## src/obcd_pkg.sv

```systemverilog
// package of option byte layout, register map and timing constants
package obcd_pkg;
  // option byte 0 field positions
  localparam int OB0_HALT_RST_BIT = 7;
  localparam int OB0_WDG_TYPE_BIT = 6;
  localparam int OB0_CSS_N_BIT = 5;
  localparam int OB0_VD_HI = 4;
  localparam int OB0_VD_LO = 3;
  localparam int OB0_RSVD_BIT = 2;
  localparam int OB0_PACKAGE_SEL_BIT_ZERO_BIT = 1;
  localparam int OB0_RDP_N_BIT = 0;
  // option byte 1 field positions
  localparam int OB1_PACKAGE_SEL_BIT_ONE_BIT = 7;
  localparam int OB1_RESET_CYCLE_COUNT_SEL_BIT = 6;
  localparam int OB1_OSC_HI = 5;
  localparam int OB1_OSC_LO = 4;
  localparam int OB1_RNG_HI = 3;
  localparam int OB1_RNG_LO = 1;
  localparam int OB1_PLL_N_BIT = 0;
  // erased storage value
  localparam logic [7:0] ERASED_BYTE = 8'hFF;
  // factory defaults: internal rc clock selected
  localparam logic [7:0] OB0_FACTORY = 8'hE7;
  localparam logic [7:0] OB1_FACTORY = 8'hEF;
  // voltage detect encodings
  localparam logic [1:0] VD_OFF = 2'h3;
  localparam logic [1:0] VD_LOW = 2'h2;
  localparam logic [1:0] VD_MED = 2'h1;
  localparam logic [1:0] VD_HIGH = 2'h0;
  // clock source encodings
  localparam logic [1:0] OSC_RESONATOR = 2'h0;
  localparam logic [1:0] OSC_RESERVED = 2'h1;
  localparam logic [1:0] OSC_INT_RC = 2'h2;
  localparam logic [1:0] OSC_EXTERNAL = 2'h3;
  // frequency range encodings
  localparam logic [2:0] RNG_1_2 = 3'h0;
  localparam logic [2:0] RNG_2_4 = 3'h1;
  localparam logic [2:0] RNG_4_8 = 3'h2;
  localparam logic [2:0] RNG_8_16 = 3'h3;
  // reset phase lengths in cpu cycles
  localparam int RST_LONG_CYC = 4096;
  localparam int RST_SHORT_CYC = 256;
  // tool register byte addresses
  localparam logic [7:0] A_CTRL = 8'h00;
  localparam logic [7:0] A_OB0 = 8'h04;
  localparam logic [7:0] A_OB1 = 8'h08;
  localparam logic [7:0] A_STAT = 8'h0C;
  localparam logic [7:0] A_CMD = 8'h10;
  // control and command bits
  localparam int CTRL_PROG_BIT = 0;
  localparam int CMD_WRITE_BIT = 0;
  localparam int CMD_ERASE_BIT = 1;
  // status bits
  localparam int ST_BUSY_BIT = 0;
  localparam int ST_MEMERASED_BIT = 1;
  localparam int ST_LOADED_BIT = 2;
  // cycles the store takes for one operation
  localparam int NV_OP_CYC = 4;
  localparam int MEM_ERASE_CYC = 16;
endpackage : obcd_pkg

```

## src/obcd_nv_store.sv

```systemverilog
// non-volatile option byte store model with erase and program
`timescale 1ns/1ns
module obcd_nv_store (
  input wire logic clk_sys,
  input wire logic rst,
  input wire logic progReq, // one-cycle program request
  input wire logic eraseReq, // one-cycle erase request
  input wire logic [7:0] wrByte0,
  input wire logic [7:0] wrByte1,
  output logic [7:0] rdByte0,
  output logic [7:0] rdByte1
);
  // contents survive rst; only erase or program change them
  logic [7:0] cell0Reg = obcd_pkg::OB0_FACTORY;
  logic [7:0] cell1Reg = obcd_pkg::OB1_FACTORY; // internal rc on delivery

  // storage update, erase wins over program
  always_ff @(posedge clk_sys) begin
    if (eraseReq) begin
      cell0Reg <= obcd_pkg::ERASED_BYTE;
      cell1Reg <= obcd_pkg::ERASED_BYTE;
    end else if (progReq) begin
      cell0Reg <= wrByte0;
      cell1Reg <= wrByte1;
    end
  end

  // rst is unused on purpose: the store is non-volatile
  assign rdByte0 = cell0Reg;
  assign rdByte1 = cell1Reg;
endmodule : obcd_nv_store

```

## src/obcd_reset_timer.sv

```systemverilog
// reset phase and halt exit delay counter
`timescale 1ns/1ns
module obcd_reset_timer #(
  parameter int LONG_CYC = obcd_pkg::RST_LONG_CYC,
  parameter int SHORT_CYC = obcd_pkg::RST_SHORT_CYC
) (
  input wire logic clk_sys,
  input wire logic rst,
  input wire logic start, // one-cycle pulse, restarts the count
  input wire logic shortSel, // high selects the short count
  output logic busy // high while the phase runs
);
  localparam int CW = $clog2(LONG_CYC + 1);
  logic [CW-1:0] cntReg; // remaining cycles

  // count down; reset itself starts a phase of the selected length
  always_ff @(posedge clk_sys) begin
    if (rst) begin
      cntReg <= shortSel ? CW'(SHORT_CYC) : CW'(LONG_CYC);
    end else if (start) begin
      cntReg <= shortSel ? CW'(SHORT_CYC) : CW'(LONG_CYC);
    end else if (cntReg != '0) begin
      cntReg <= cntReg - CW'(1);
    end
  end

  assign busy = (cntReg != '0);
endmodule : obcd_reset_timer

```

## src/option_byte_config_decode.sv

```systemverilog
// option byte loader and decoder with programming-mode tool port on ahb-lite
// Operation
// - option bytes reachable only in programming mode
// - erased storage reads as all ones
// - halt bit one forces reset on halt
// - watchdog type bit zero means hardware watchdog
// - css bit zero enables clock security
// - two bits pick voltage detector threshold
// - package bit zero has no effect
// - protect bit zero blocks readout and writes
// - erase under protection wipes user memory first
// - package bit one selects bonded variant
// - unbonded pads forced input pull-up after reset
// - reset phase bit chooses 4096 or 256
// - two bits select main clock source
// - three bits select frequency range
// - doubler bit zero enables x2 pll
// - factory contents select internal rc clock
`timescale 1ns/1ns
module option_byte_config_decode #(
  parameter int LONG_CYC = obcd_pkg::RST_LONG_CYC, // long reset phase
  parameter int SHORT_CYC = obcd_pkg::RST_SHORT_CYC, // short reset phase
  parameter int PORTS = 6 // number of i/o ports of eight pads
) (
  input wire logic clk_sys,
  input wire logic rst,
  // programming tool port, ahb-lite slave
  input wire logic hsel,
  input wire logic [7:0] haddr,
  input wire logic [1:0] htrans,
  input wire logic hwrite,
  input wire logic [2:0] hsize,
  input wire logic [31:0] hwdata,
  input wire logic hready,
  output logic [31:0] hrdata,
  output logic hreadyout,
  output logic hresp,
  // user memory erase handshake
  output logic userEraseReq,
  input wire logic userEraseDone,
  // bonding map: one bit per pad, high where bonded
  input wire logic [PORTS*8-1:0] padBonded,
  output logic [PORTS*8-1:0] padForceInput,
  output logic [PORTS*8-1:0] padForcePullup,
  // decoded controls
  output logic resetPhaseActive,
  input wire logic haltExitStart,
  output logic halt_entry_reset_sel,
  output logic watchdog_type_sel,
  output logic clock_security_enable_n,
  output logic [1:0] voltage_detect_threshold,
  output logic low_voltage_detector,
  output logic auxiliary_voltage_detector,
  output logic package_sel_bit_one,
  output logic readout_protect_n,
  output logic reset_cycle_count_sel,
  output logic [1:0] clock_source_type,
  output logic [2:0] clock_frequency_range,
  output logic freq_doubler_disable
);
  typedef enum {OBCD_IDLE, OBCD_MEMERASE, OBCD_NVOP} obcd_state_t;

  obcd_state_t stateReg; // store operation sequencer
  logic [7:0] ob0Reg; // loaded option byte 0
  logic [7:0] ob1Reg; // loaded option byte 1
  logic [7:0] stage0Reg; // tool staging byte 0
  logic [7:0] stage1Reg; // tool staging byte 1
  logic progModeReg; // programming mode enable
  logic memErasedReg; // sticky: user memory wiped
  logic loadedReg; // bytes captured this reset
  logic eraseOpReg; // pending op is an erase
  logic [4:0] opCntReg; // operation cycle counter
  logic [7:0] nvByte0; // store read data
  logic [7:0] nvByte1;
  logic nvProg; // store program pulse
  logic nvErase; // store erase pulse
  logic timerStart; // restart phase timer
  logic shortPhase; // phase length choice for the timer
  // ahb address phase capture
  logic dpWrReg;
  logic dpRdReg;
  logic [7:0] dpAddrReg;
  logic addrPhase;
  logic busy;

  // reports a register hit for a given byte address
  function automatic logic isAddr(input logic [7:0] a, input logic [7:0] ref_a);
    isAddr = (a == ref_a);
  endfunction : isAddr

  obcd_nv_store uStore (
    .clk_sys(clk_sys),
    .rst(rst),
    .progReq(nvProg),
    .eraseReq(nvErase),
    .wrByte0(stage0Reg),
    .wrByte1(stage1Reg),
    .rdByte0(nvByte0),
    .rdByte1(nvByte1)
  );

  obcd_reset_timer #(
    .LONG_CYC(LONG_CYC),
    .SHORT_CYC(SHORT_CYC)
  ) uTimer (
    .clk_sys(clk_sys),
    .rst(rst),
    .start(timerStart),
    .shortSel(shortPhase),
    .busy(resetPhaseActive)
  );

  // the halt exit delay reuses the same counter and length choice
  assign timerStart = haltExitStart & ~resetPhaseActive;
  // during reset the store is read directly, so the reset phase itself already has the chosen length
  assign shortPhase = rst ? nvByte1[obcd_pkg::OB1_RESET_CYCLE_COUNT_SEL_BIT] : ob1Reg[obcd_pkg::OB1_RESET_CYCLE_COUNT_SEL_BIT];

  // slave always ready and always okay
  assign hreadyout = 1'b1;
  assign hresp = 1'b0;
  assign addrPhase = hsel & hready & htrans[1];
  assign busy = (stateReg != OBCD_IDLE);

  // address phase capture
  always_ff @(posedge clk_sys) begin
    if (rst) begin
      dpWrReg <= 1'b0;
      dpRdReg <= 1'b0;
      dpAddrReg <= 8'h00;
    end else if (hready) begin
      dpWrReg <= addrPhase & hwrite;
      dpRdReg <= addrPhase & ~hwrite;
      dpAddrReg <= haddr;
    end
  end

  // programming mode flag, the only register writable outside programming mode
  always_ff @(posedge clk_sys) begin
    if (rst) begin
      progModeReg <= 1'b0;
    end else if (dpWrReg && isAddr(dpAddrReg, obcd_pkg::A_CTRL)) begin
      progModeReg <= hwdata[obcd_pkg::CTRL_PROG_BIT];
    end
  end

  // staging bytes: writes ignored unless in programming mode and idle
  always_ff @(posedge clk_sys) begin
    if (rst) begin
      stage0Reg <= obcd_pkg::ERASED_BYTE;
      stage1Reg <= obcd_pkg::ERASED_BYTE;
    end else if (dpWrReg && progModeReg && !busy) begin
      if (isAddr(dpAddrReg, obcd_pkg::A_OB0)) begin
        stage0Reg <= hwdata[7:0]; // reserved bit kept by the tool
      end
      if (isAddr(dpAddrReg, obcd_pkg::A_OB1)) begin
        stage1Reg <= hwdata[7:0];
      end
    end
  end

  // store sequencer: protected erase wipes user memory before the bytes
  always_ff @(posedge clk_sys) begin
    if (rst) begin
      stateReg <= OBCD_IDLE;
      eraseOpReg <= 1'b0;
      opCntReg <= 5'h00;
    end else begin
      case (stateReg)
        OBCD_IDLE: begin
          opCntReg <= 5'h00;
          if (dpWrReg && progModeReg && isAddr(dpAddrReg, obcd_pkg::A_CMD)) begin
            if (hwdata[obcd_pkg::CMD_ERASE_BIT]) begin
              eraseOpReg <= 1'b1;
              // protection active: user memory goes first
              stateReg <= ob0Reg[obcd_pkg::OB0_RDP_N_BIT] ? OBCD_NVOP : OBCD_MEMERASE;
            end else if (hwdata[obcd_pkg::CMD_WRITE_BIT]) begin
              // protected parts refuse programming until erased
              if (ob0Reg[obcd_pkg::OB0_RDP_N_BIT] || memErasedReg) begin
                eraseOpReg <= 1'b0;
                stateReg <= OBCD_NVOP;
              end
            end
          end
        end
        OBCD_MEMERASE: begin
          // wait for the memory controller; no timeout here
          if (userEraseDone) begin
            stateReg <= OBCD_NVOP;
          end
        end
        OBCD_NVOP: begin
          opCntReg <= opCntReg + 5'h01;
          if (opCntReg == 5'(obcd_pkg::NV_OP_CYC - 1)) begin
            stateReg <= OBCD_IDLE;
          end
        end
        default: begin
          stateReg <= OBCD_IDLE;
        end
      endcase
    end
  end

  assign userEraseReq = (stateReg == OBCD_MEMERASE);
  assign nvErase = (stateReg == OBCD_NVOP) && eraseOpReg && (opCntReg == 5'h00);
  assign nvProg = (stateReg == OBCD_NVOP) && !eraseOpReg && (opCntReg == 5'h00);

  // sticky record that user memory was wiped; reset wins over set and is the only clear
  always_ff @(posedge clk_sys) begin
    if (rst) begin
      memErasedReg <= 1'b0;
    end else if (stateReg == OBCD_MEMERASE && userEraseDone) begin
      memErasedReg <= 1'b1;
    end
  end

  // capture the store once per reset, then freeze until the next reset;
  // a later program only takes effect after reset, so controls stay static
  always_ff @(posedge clk_sys) begin
    if (rst) begin
      ob0Reg <= obcd_pkg::OB0_FACTORY;
      ob1Reg <= obcd_pkg::OB1_FACTORY;
      loadedReg <= 1'b0;
    end else if (!loadedReg) begin
      ob0Reg <= nvByte0;
      ob1Reg <= nvByte1;
      loadedReg <= 1'b1;
    end
  end

  // read data: option bytes visible only in programming mode
  always_ff @(posedge clk_sys) begin
    if (rst) begin
      hrdata <= 32'h00000000;
    end else if (addrPhase && !hwrite) begin
      hrdata <= 32'h00000000;
      if (isAddr(haddr, obcd_pkg::A_CTRL)) begin
        hrdata[obcd_pkg::CTRL_PROG_BIT] <= progModeReg;
      end else if (isAddr(haddr, obcd_pkg::A_OB0) && progModeReg) begin
        hrdata[7:0] <= nvByte0;
      end else if (isAddr(haddr, obcd_pkg::A_OB1) && progModeReg) begin
        hrdata[7:0] <= nvByte1;
      end else if (isAddr(haddr, obcd_pkg::A_STAT)) begin
        hrdata[obcd_pkg::ST_BUSY_BIT] <= busy;
        hrdata[obcd_pkg::ST_MEMERASED_BIT] <= memErasedReg;
        hrdata[obcd_pkg::ST_LOADED_BIT] <= loadedReg;
      end
    end
  end

  // decoded controls, straight from the loaded bytes
  assign halt_entry_reset_sel = ob0Reg[obcd_pkg::OB0_HALT_RST_BIT];
  assign watchdog_type_sel = ob0Reg[obcd_pkg::OB0_WDG_TYPE_BIT];
  assign clock_security_enable_n = ob0Reg[obcd_pkg::OB0_CSS_N_BIT];
  assign voltage_detect_threshold = ob0Reg[obcd_pkg::OB0_VD_HI:obcd_pkg::OB0_VD_LO];
  // both detectors share the enable; off code disables both
  assign low_voltage_detector = (voltage_detect_threshold != obcd_pkg::VD_OFF);
  assign auxiliary_voltage_detector = (voltage_detect_threshold != obcd_pkg::VD_OFF);
  // package bit zero deliberately drives nothing
  assign readout_protect_n = ob0Reg[obcd_pkg::OB0_RDP_N_BIT];
  assign package_sel_bit_one = ob1Reg[obcd_pkg::OB1_PACKAGE_SEL_BIT_ONE_BIT];
  assign reset_cycle_count_sel = ob1Reg[obcd_pkg::OB1_RESET_CYCLE_COUNT_SEL_BIT];
  assign clock_source_type = ob1Reg[obcd_pkg::OB1_OSC_HI:obcd_pkg::OB1_OSC_LO];
  assign clock_frequency_range = ob1Reg[obcd_pkg::OB1_RNG_HI:obcd_pkg::OB1_RNG_LO];
  // pll use is the tool's care: rc source or wrong range is not blocked
  assign freq_doubler_disable = ob1Reg[obcd_pkg::OB1_PLL_N_BIT];

  // pad forcing, one lane per pad
  genvar gi;
  generate
    for (gi = 0; gi < PORTS * 8; gi++) begin : g_pad
      // unbonded pads held as pulled-up inputs from reset on
      assign padForceInput[gi] = ~padBonded[gi];
      assign padForcePullup[gi] = ~padBonded[gi];
    end
  endgenerate
  // factory store content selects internal rc long phase advice is the tool's
endmodule : option_byte_config_decode

```

## config.mk

```make
export PLATFORM = sky130hd
export DESIGN_NAME = option_byte_config_decode
export DESIGN_NICKNAME = d
export VERILOG_FILES = /design/src/obcd_pkg.sv /design/src/obcd_nv_store.sv /design/src/obcd_reset_timer.sv /design/src/option_byte_config_decode.sv
export SDC_FILE = /design/constraint.sdc
export NUM_CORES = 1
export LEC_CHECK = 0
export BUFFER_PORTS_ARGS = -buffer_cell sky130_fd_sc_hd__clkbuf_2
export CORE_MARGIN = 3
export CORE_UTILIZATION = 35
export CTS_BUF_LIST = sky130_fd_sc_hd__clkbuf_16
export DETAILED_ROUTE_END_ITERATION = 8
export PLACE_DENSITY = 0.65
export SLEW_MARGIN = 10
export SYNTH_ARGS = -nofsm -noshare
export SYNTH_HDL_FRONTEND = slang
export SYNTH_HIERARCHICAL = 1
export SYNTH_SLANG_ARGS = --single-unit
```

## constraint.sdc

```tcl
create_clock -name clk_sys -period 7.4 [get_ports clk_sys]
set_clock_uncertainty 0.15 [all_clocks]
set_input_delay 1.48 -clock clk_sys [delete_from_list [all_inputs] [get_ports clk_sys]]
set_output_delay 1.48 -clock clk_sys [all_outputs]
set_load 0.05 [all_outputs]
```

# Word-level counts from Yosys, hierarchy flattened
# Cells that the tools add are included.
[word_totals] output_inout_bits=148 latchBits=0 mem_count=0 inputBits=100 ram_bits=0 register_bits=119 rom_bits=0
[op_classes] n_bitwise=53 mux=24 n_eq_ne=17 n_div=0 shifts=0 n_mul=0 order_cmp=0 reduce_logical=30 add_sub_neg=2
[ops] operator="32-bit two-way mux" n=6
[ops] operator="32-bit case mux with 3 select lines" n=1
[ops] operator="32-bit by 2-bit == test with 1-bit output, second input constant" n=2
[ops] operator="13-bit two-way mux" n=4
[ops] operator="1-bit inverter" n=49
[ops] operator="32-bit by 1-bit == test with 1-bit output, second input constant" n=1
[ops] operator="32-bit by 3-bit == test with 1-bit output, second input constant" n=1
[ops] operator="32-bit logical NOT" n=1
[ops] operator="32-bit nonzero test" n=1
[ops] operator="8-bit by 4-bit == test with 1-bit output, second input constant" n=3
[ops] operator="8-bit by 3-bit == test with 1-bit output, second input constant" n=2
[ops] operator="8-bit logical NOT" n=2
[ops] operator="13-bit nonzero test" n=1
[ops] operator="13-bit by 1-bit subtractor with 13-bit output, second input constant" n=1
[ops] operator="1-bit logical AND" n=12
[ops] operator="5-bit case mux with 2 select lines" n=1
[ops] operator="8-bit by 5-bit == test with 1-bit output, second input constant" n=1
[ops] operator="8-bit two-way mux" n=1
[ops] operator="2-bit inequality test, second input constant" n=4
[ops] operator="7-bit two-way mux" n=1
[ops] operator="1-bit two-way mux" n=6
[ops] operator="3-bit two-way mux" n=2
[ops] operator="3-bit inequality test, second input constant" n=2
[ops] operator="2-bit nonzero test" n=3
[ops] operator="12 further kinds" n=18

# Logic depth before layout (Yosys ltp)
[depth] depth_word=6 mapped_depth=9

# Cells and area by module
# The synthesis kept the hierarchy.
[modules_own_cells] module="option_byte_config_decode" area_per_inst_um2=3163.0 seq_area_each_um2=1161.1 instances=1 cells_each=380
[modules_own_cells] module="obcd_reset_timer" area_per_inst_um2=742.0 seq_area_each_um2=390.4 instances=1 cells_each=69
[modules_own_cells] module="obcd_nv_store" area_per_inst_um2=599.3 seq_area_each_um2=320.3 instances=1 cells_each=53

# Worst setup path after synthesis
# No wires, ideal clock.
[synth_timing] kind="input to output" from="input port padBonded[0]" to="output port padForcePullup[0]" required_ns=5.770 setup_slack_ns=3.698 cell_stages=2 arrival_time_ns=2.072 n_path_buf=1 path_cell_list="inv_1 > buf_4"
[synth_via] elab_chain_len=1
[synth_lines] element="start: declaration" line_no="option_byte_config_decode.sv:42" source="input wire logic [PORTS*8-1:0] padBonded,"
[synth_lines] element="1-bit inverter" line_no="option_byte_config_decode.sv:274" source="assign padForcePullup[gi] = ~padBonded[gi];"
[synth_lines] element="end: declaration" line_no="option_byte_config_decode.sv:44" source="output logic [PORTS*8-1:0] padForcePullup,"
# No other way between the ends.

# Final worst setup path
[layout_timing] from="register uTimer.cntReg[7]" to="output port resetPhaseActive"
[layout_via] elab_chain_len=1
[layout_lines] element="start: declaration" line_no="obcd_reset_timer.sv:14" source="logic [CW-1:0] cntReg;"
[layout_lines] element="start signal: assignment" line_no="obcd_reset_timer.sv:19" source="cntReg <= shortSel ? CW'(SHORT_CYC) : CW'(LONG_CYC);"
[layout_lines] element="start signal: assignment" line_no="obcd_reset_timer.sv:21" source="cntReg <= shortSel ? CW'(SHORT_CYC) : CW'(LONG_CYC);"
[layout_lines] element="start signal: assignment" line_no="obcd_reset_timer.sv:23" source="cntReg <= cntReg - CW'(1);"
[layout_lines] element="13-bit nonzero test" line_no="obcd_reset_timer.sv:27" source="assign busy = (cntReg != '0);"
[layout_lines] element="end: declaration" line_no="option_byte_config_decode.sv:46" source="output logic resetPhaseActive,"
# No other way between the ends.

==> metrics.txt <==
outcome=finished clean; dpl ws=3.642 ns; H-tree depth=3; vias in the first global route=3561; Port Buf Inserts=193; die area=14270 um^2; Gate Count Post-Synth=502; clock sinks=87; Yosys Warn Count=6; mean post-synth cell area=8.973 um^2; Main synth FF type=dfxtp_1; Inserted Clock Buffers=9; CTS tree=built; Clk pin slew, worst setup/hold paths=0.07 ns; Critical-path top delay cell=or4_4; final slew viol count=0; largest net degree at the start of global routing=34; final hold viol count=0; worst vdd ir=0.1292 mV; number of remaining DRC errors=0; Routed WL=11600 um; Critical Setup Path Class=reg2out; M3 GR Usage=3.941%; Post-Route Setup TNS=0 ns; vias per cell=4.624; hold-fix buffers at CTS=0; first-pass GRT wire length=18220 um; Worst Path Arrival=1.95 ns; post-DP HPWL=8918 um; Net count, final=739; Ports=248; Remaining Overflow, GRT=0; n_diodes=0; Max-Slew Margin vs Limit=39.89%; sequential area share after synthesis=41.56%; final setup fails=0; Pre-antenna DRT Iters=5; CP max FO=7; Post-Syn Area=4504 um^2; initial DRC count=178; post-synthesis cell type count=54; number of flops mapped to enable cells by yosys=13; FP Rows=40; Root Buffer=clkbuf_16; GRT Total Usage=15.91%; worst hold-check path type=reg2reg; Worst-Skew Late Latency=0.34 ns; post-synthesis async set-or-reset flop share=0%; vias after detailed routing=3736; Cell Chain, Critical Path=or4_4 -> nor2_1 -> nand3_1 -> clkbuf_2; grt met1 use=18.11%; final hold slack=0.2881 ns; PD cells=256.2 nW/um^2; core area=12310 um^2; layout cells sized above 1=35.00%; crit start category=flop; Period minus WS final=3.577 ns; Slew @ Worst Pin=0.9005 ns; routed len/inst=14.35 um; Leakage=2.969 nW; CP peak stage delay=0.60 ns; post-CTS sizing=0; max-cap check violation count=0; Post-CTS Setup Bufs=0; Max Root-Sink Buffers=2; fin worst setup slack=3.823 ns; maximum clock frequency=0.2796 GHz; met2 Use GR=29.06%; placer congestion estimate=0.7545; Die Span Y=119.4 um; most used routing layer=met2; Seq cells post-synth=87; Initial Util=36.59%; Die X=119.4 um; RSZ-0062 raised after global routing=false; Post-DRT Antenna Nets=0; final worst-path cycle share=48.33%; Area Overhead vs Synth=20.89%; initial antenna violation count=0; Crit. End Element=primary output; worst path required time=5.77 ns
==> worst max-delay path, delay by kind of cell (launching register included) <==
kind,cells,cell delay (ns)
buf+inv,1,0.26
simple gates,3,0.88
flops,1,0.47
==> where the power goes <==
part           leakage, nW  switching [W]  total [W]  internal, W
registers            0.753      0.0000327   0.000555     0.000522
clock network        0.165       0.000184   0.000486     0.000301
logic                 2.05       0.000256   0.000354    0.0000980
total                 2.97       0.000473    0.00140     0.000922
==> cell type report <==
cell class,instances,area (um^2)
Clock buffer,11,275.3
Clock inverter,5,53.80
Fill cell,1220,6867
Inverter,56,210.2
Multi-Input combinational cell,286,1843
Sequential cell,87,1872
Tap cell,168,210.2
Timing Repair Buffer,195,980.9
==> per-layer routing <==
metal,up-vias,wire length (um)
li1,1835,-
met1,1746,4675
met2,146,6061
met3,9,725
met4,0,135
met5,-,0
==> cell families (layout without fill, tap and decap cells) <==
| kind of cell | after synthesis | count (layout) | synth area share [%] |
|---|---|---|---|
| other cells | 2 | 26 | 0.1667 |
| buf+inv | 153 | 267 | 19.58 |
| fa+ha+maj | 4 | 4 | 1.111 |
| xor+xnor | 5 | 5 | 0.9724 |
| flops | 87 | 87 | 41.56 |
| mux | 34 | 34 | 7.583 |
| compound gates | 65 | 65 | 10.22 |
| simple gates | 152 | 152 | 18.81 |
==> synthesized netlist by cell type, types with 4 or more instances <==
library cell | count | area (um^2)
nor3_1 | 4 | 20.02
nand3_1 | 8 | 40.04
clkbuf_1 | 11 | 41.29
a211o_1 | 16 | 140.1
ha_1 | 4 | 50.05
or3_1 | 4 | 25.02
edfxtp_1 | 13 | 390.4
nor2_1 | 28 | 105.1
or4_1 | 6 | 45.04
inv_1 | 55 | 206.5
buf_2 | 6 | 30.03
a21oi_1 | 14 | 70.07
o31ai_1 | 6 | 45.04
dfxtp_1 | 74 | 1481
nor2b_1 | 26 | 162.7
buf_4 | 76 | 570.6
a22oi_1 | 7 | 52.55
mux2i_1 | 33 | 330.3
nand2_1 | 51 | 191.4
o21ai_0 | 9 | 45.04
==> state kept, by name, indices dropped and copies added (netlist names) <==
| signal | flops |
|---|---|
| dpAddrReg | 8 |
| dpWrReg | 1 |
| eraseOpReg | 1 |
| hrdata | 8 |
| loadedReg | 1 |
| memErasedReg | 1 |
| ob0Reg | 6 |
| ob1Reg | 8 |
| opCntReg | 5 |
| progModeReg | 1 |
| stage0Reg | 8 |
| stage1Reg | 8 |
| stateReg | 2 |
| uStore/rdByte0 | 8 |
| uStore/rdByte1 | 8 |
| uTimer/cntReg | 13 |
==> metrics by stage <==
step | total power (W) | std cells | util [%] | instance area, um^2
floorplan | 0.0008623 | 526 | - | 4594
global placement | 0.0009062 | 792 | 41.53 | 5114
detailed placement | 0.0009192 | 792 | 41.53 | 5114
CTS | 0.001406 | 808 | 44.21 | 5443
global route | 0.001457 | 808 | 44.23 | 5445
finish | 0.001395 | 808 | 44.23 | 5445
==> placed cells by master, fill, tap and decap left out, drive strengths merged, types with 3 or more instances in the layout <==
| cell type | instances |
|---|---|
| a211o | 16 |
| a21oi | 14 |
| a22o | 3 |
| a22oi | 7 |
| and2 | 3 |
| clkbuf | 204 |
| conb | 26 |
| dfxtp | 74 |
| edfxtp | 13 |
| ha | 4 |
| inv | 58 |
| mux2i | 33 |
| nand2 | 51 |
| nand3 | 9 |
| nand4 | 4 |
| nor2 | 28 |
| nor2b | 26 |
| nor3 | 4 |
| nor3b | 3 |
| nor4 | 3 |
| o21ai | 9 |
| o31ai | 6 |
| or3 | 5 |
| or4 | 7 |
| xnor2 | 3 |
==> path summary, 6_finish.rpt <==
kind	start	to	slack, ns	depth (start not counted)
min reg2reg	stage1Reg[1]	stage1Reg[1]	0.29	2
max	uTimer/cntReg[7]	resetPhaseActive	3.82	4
max reg2reg	uTimer/cntReg[7]	uTimer/cntReg[3]	4.64	6
min	stage1Reg[1]	stage1Reg[1]	0.29	2
Power figures use the tool's default switching activity.
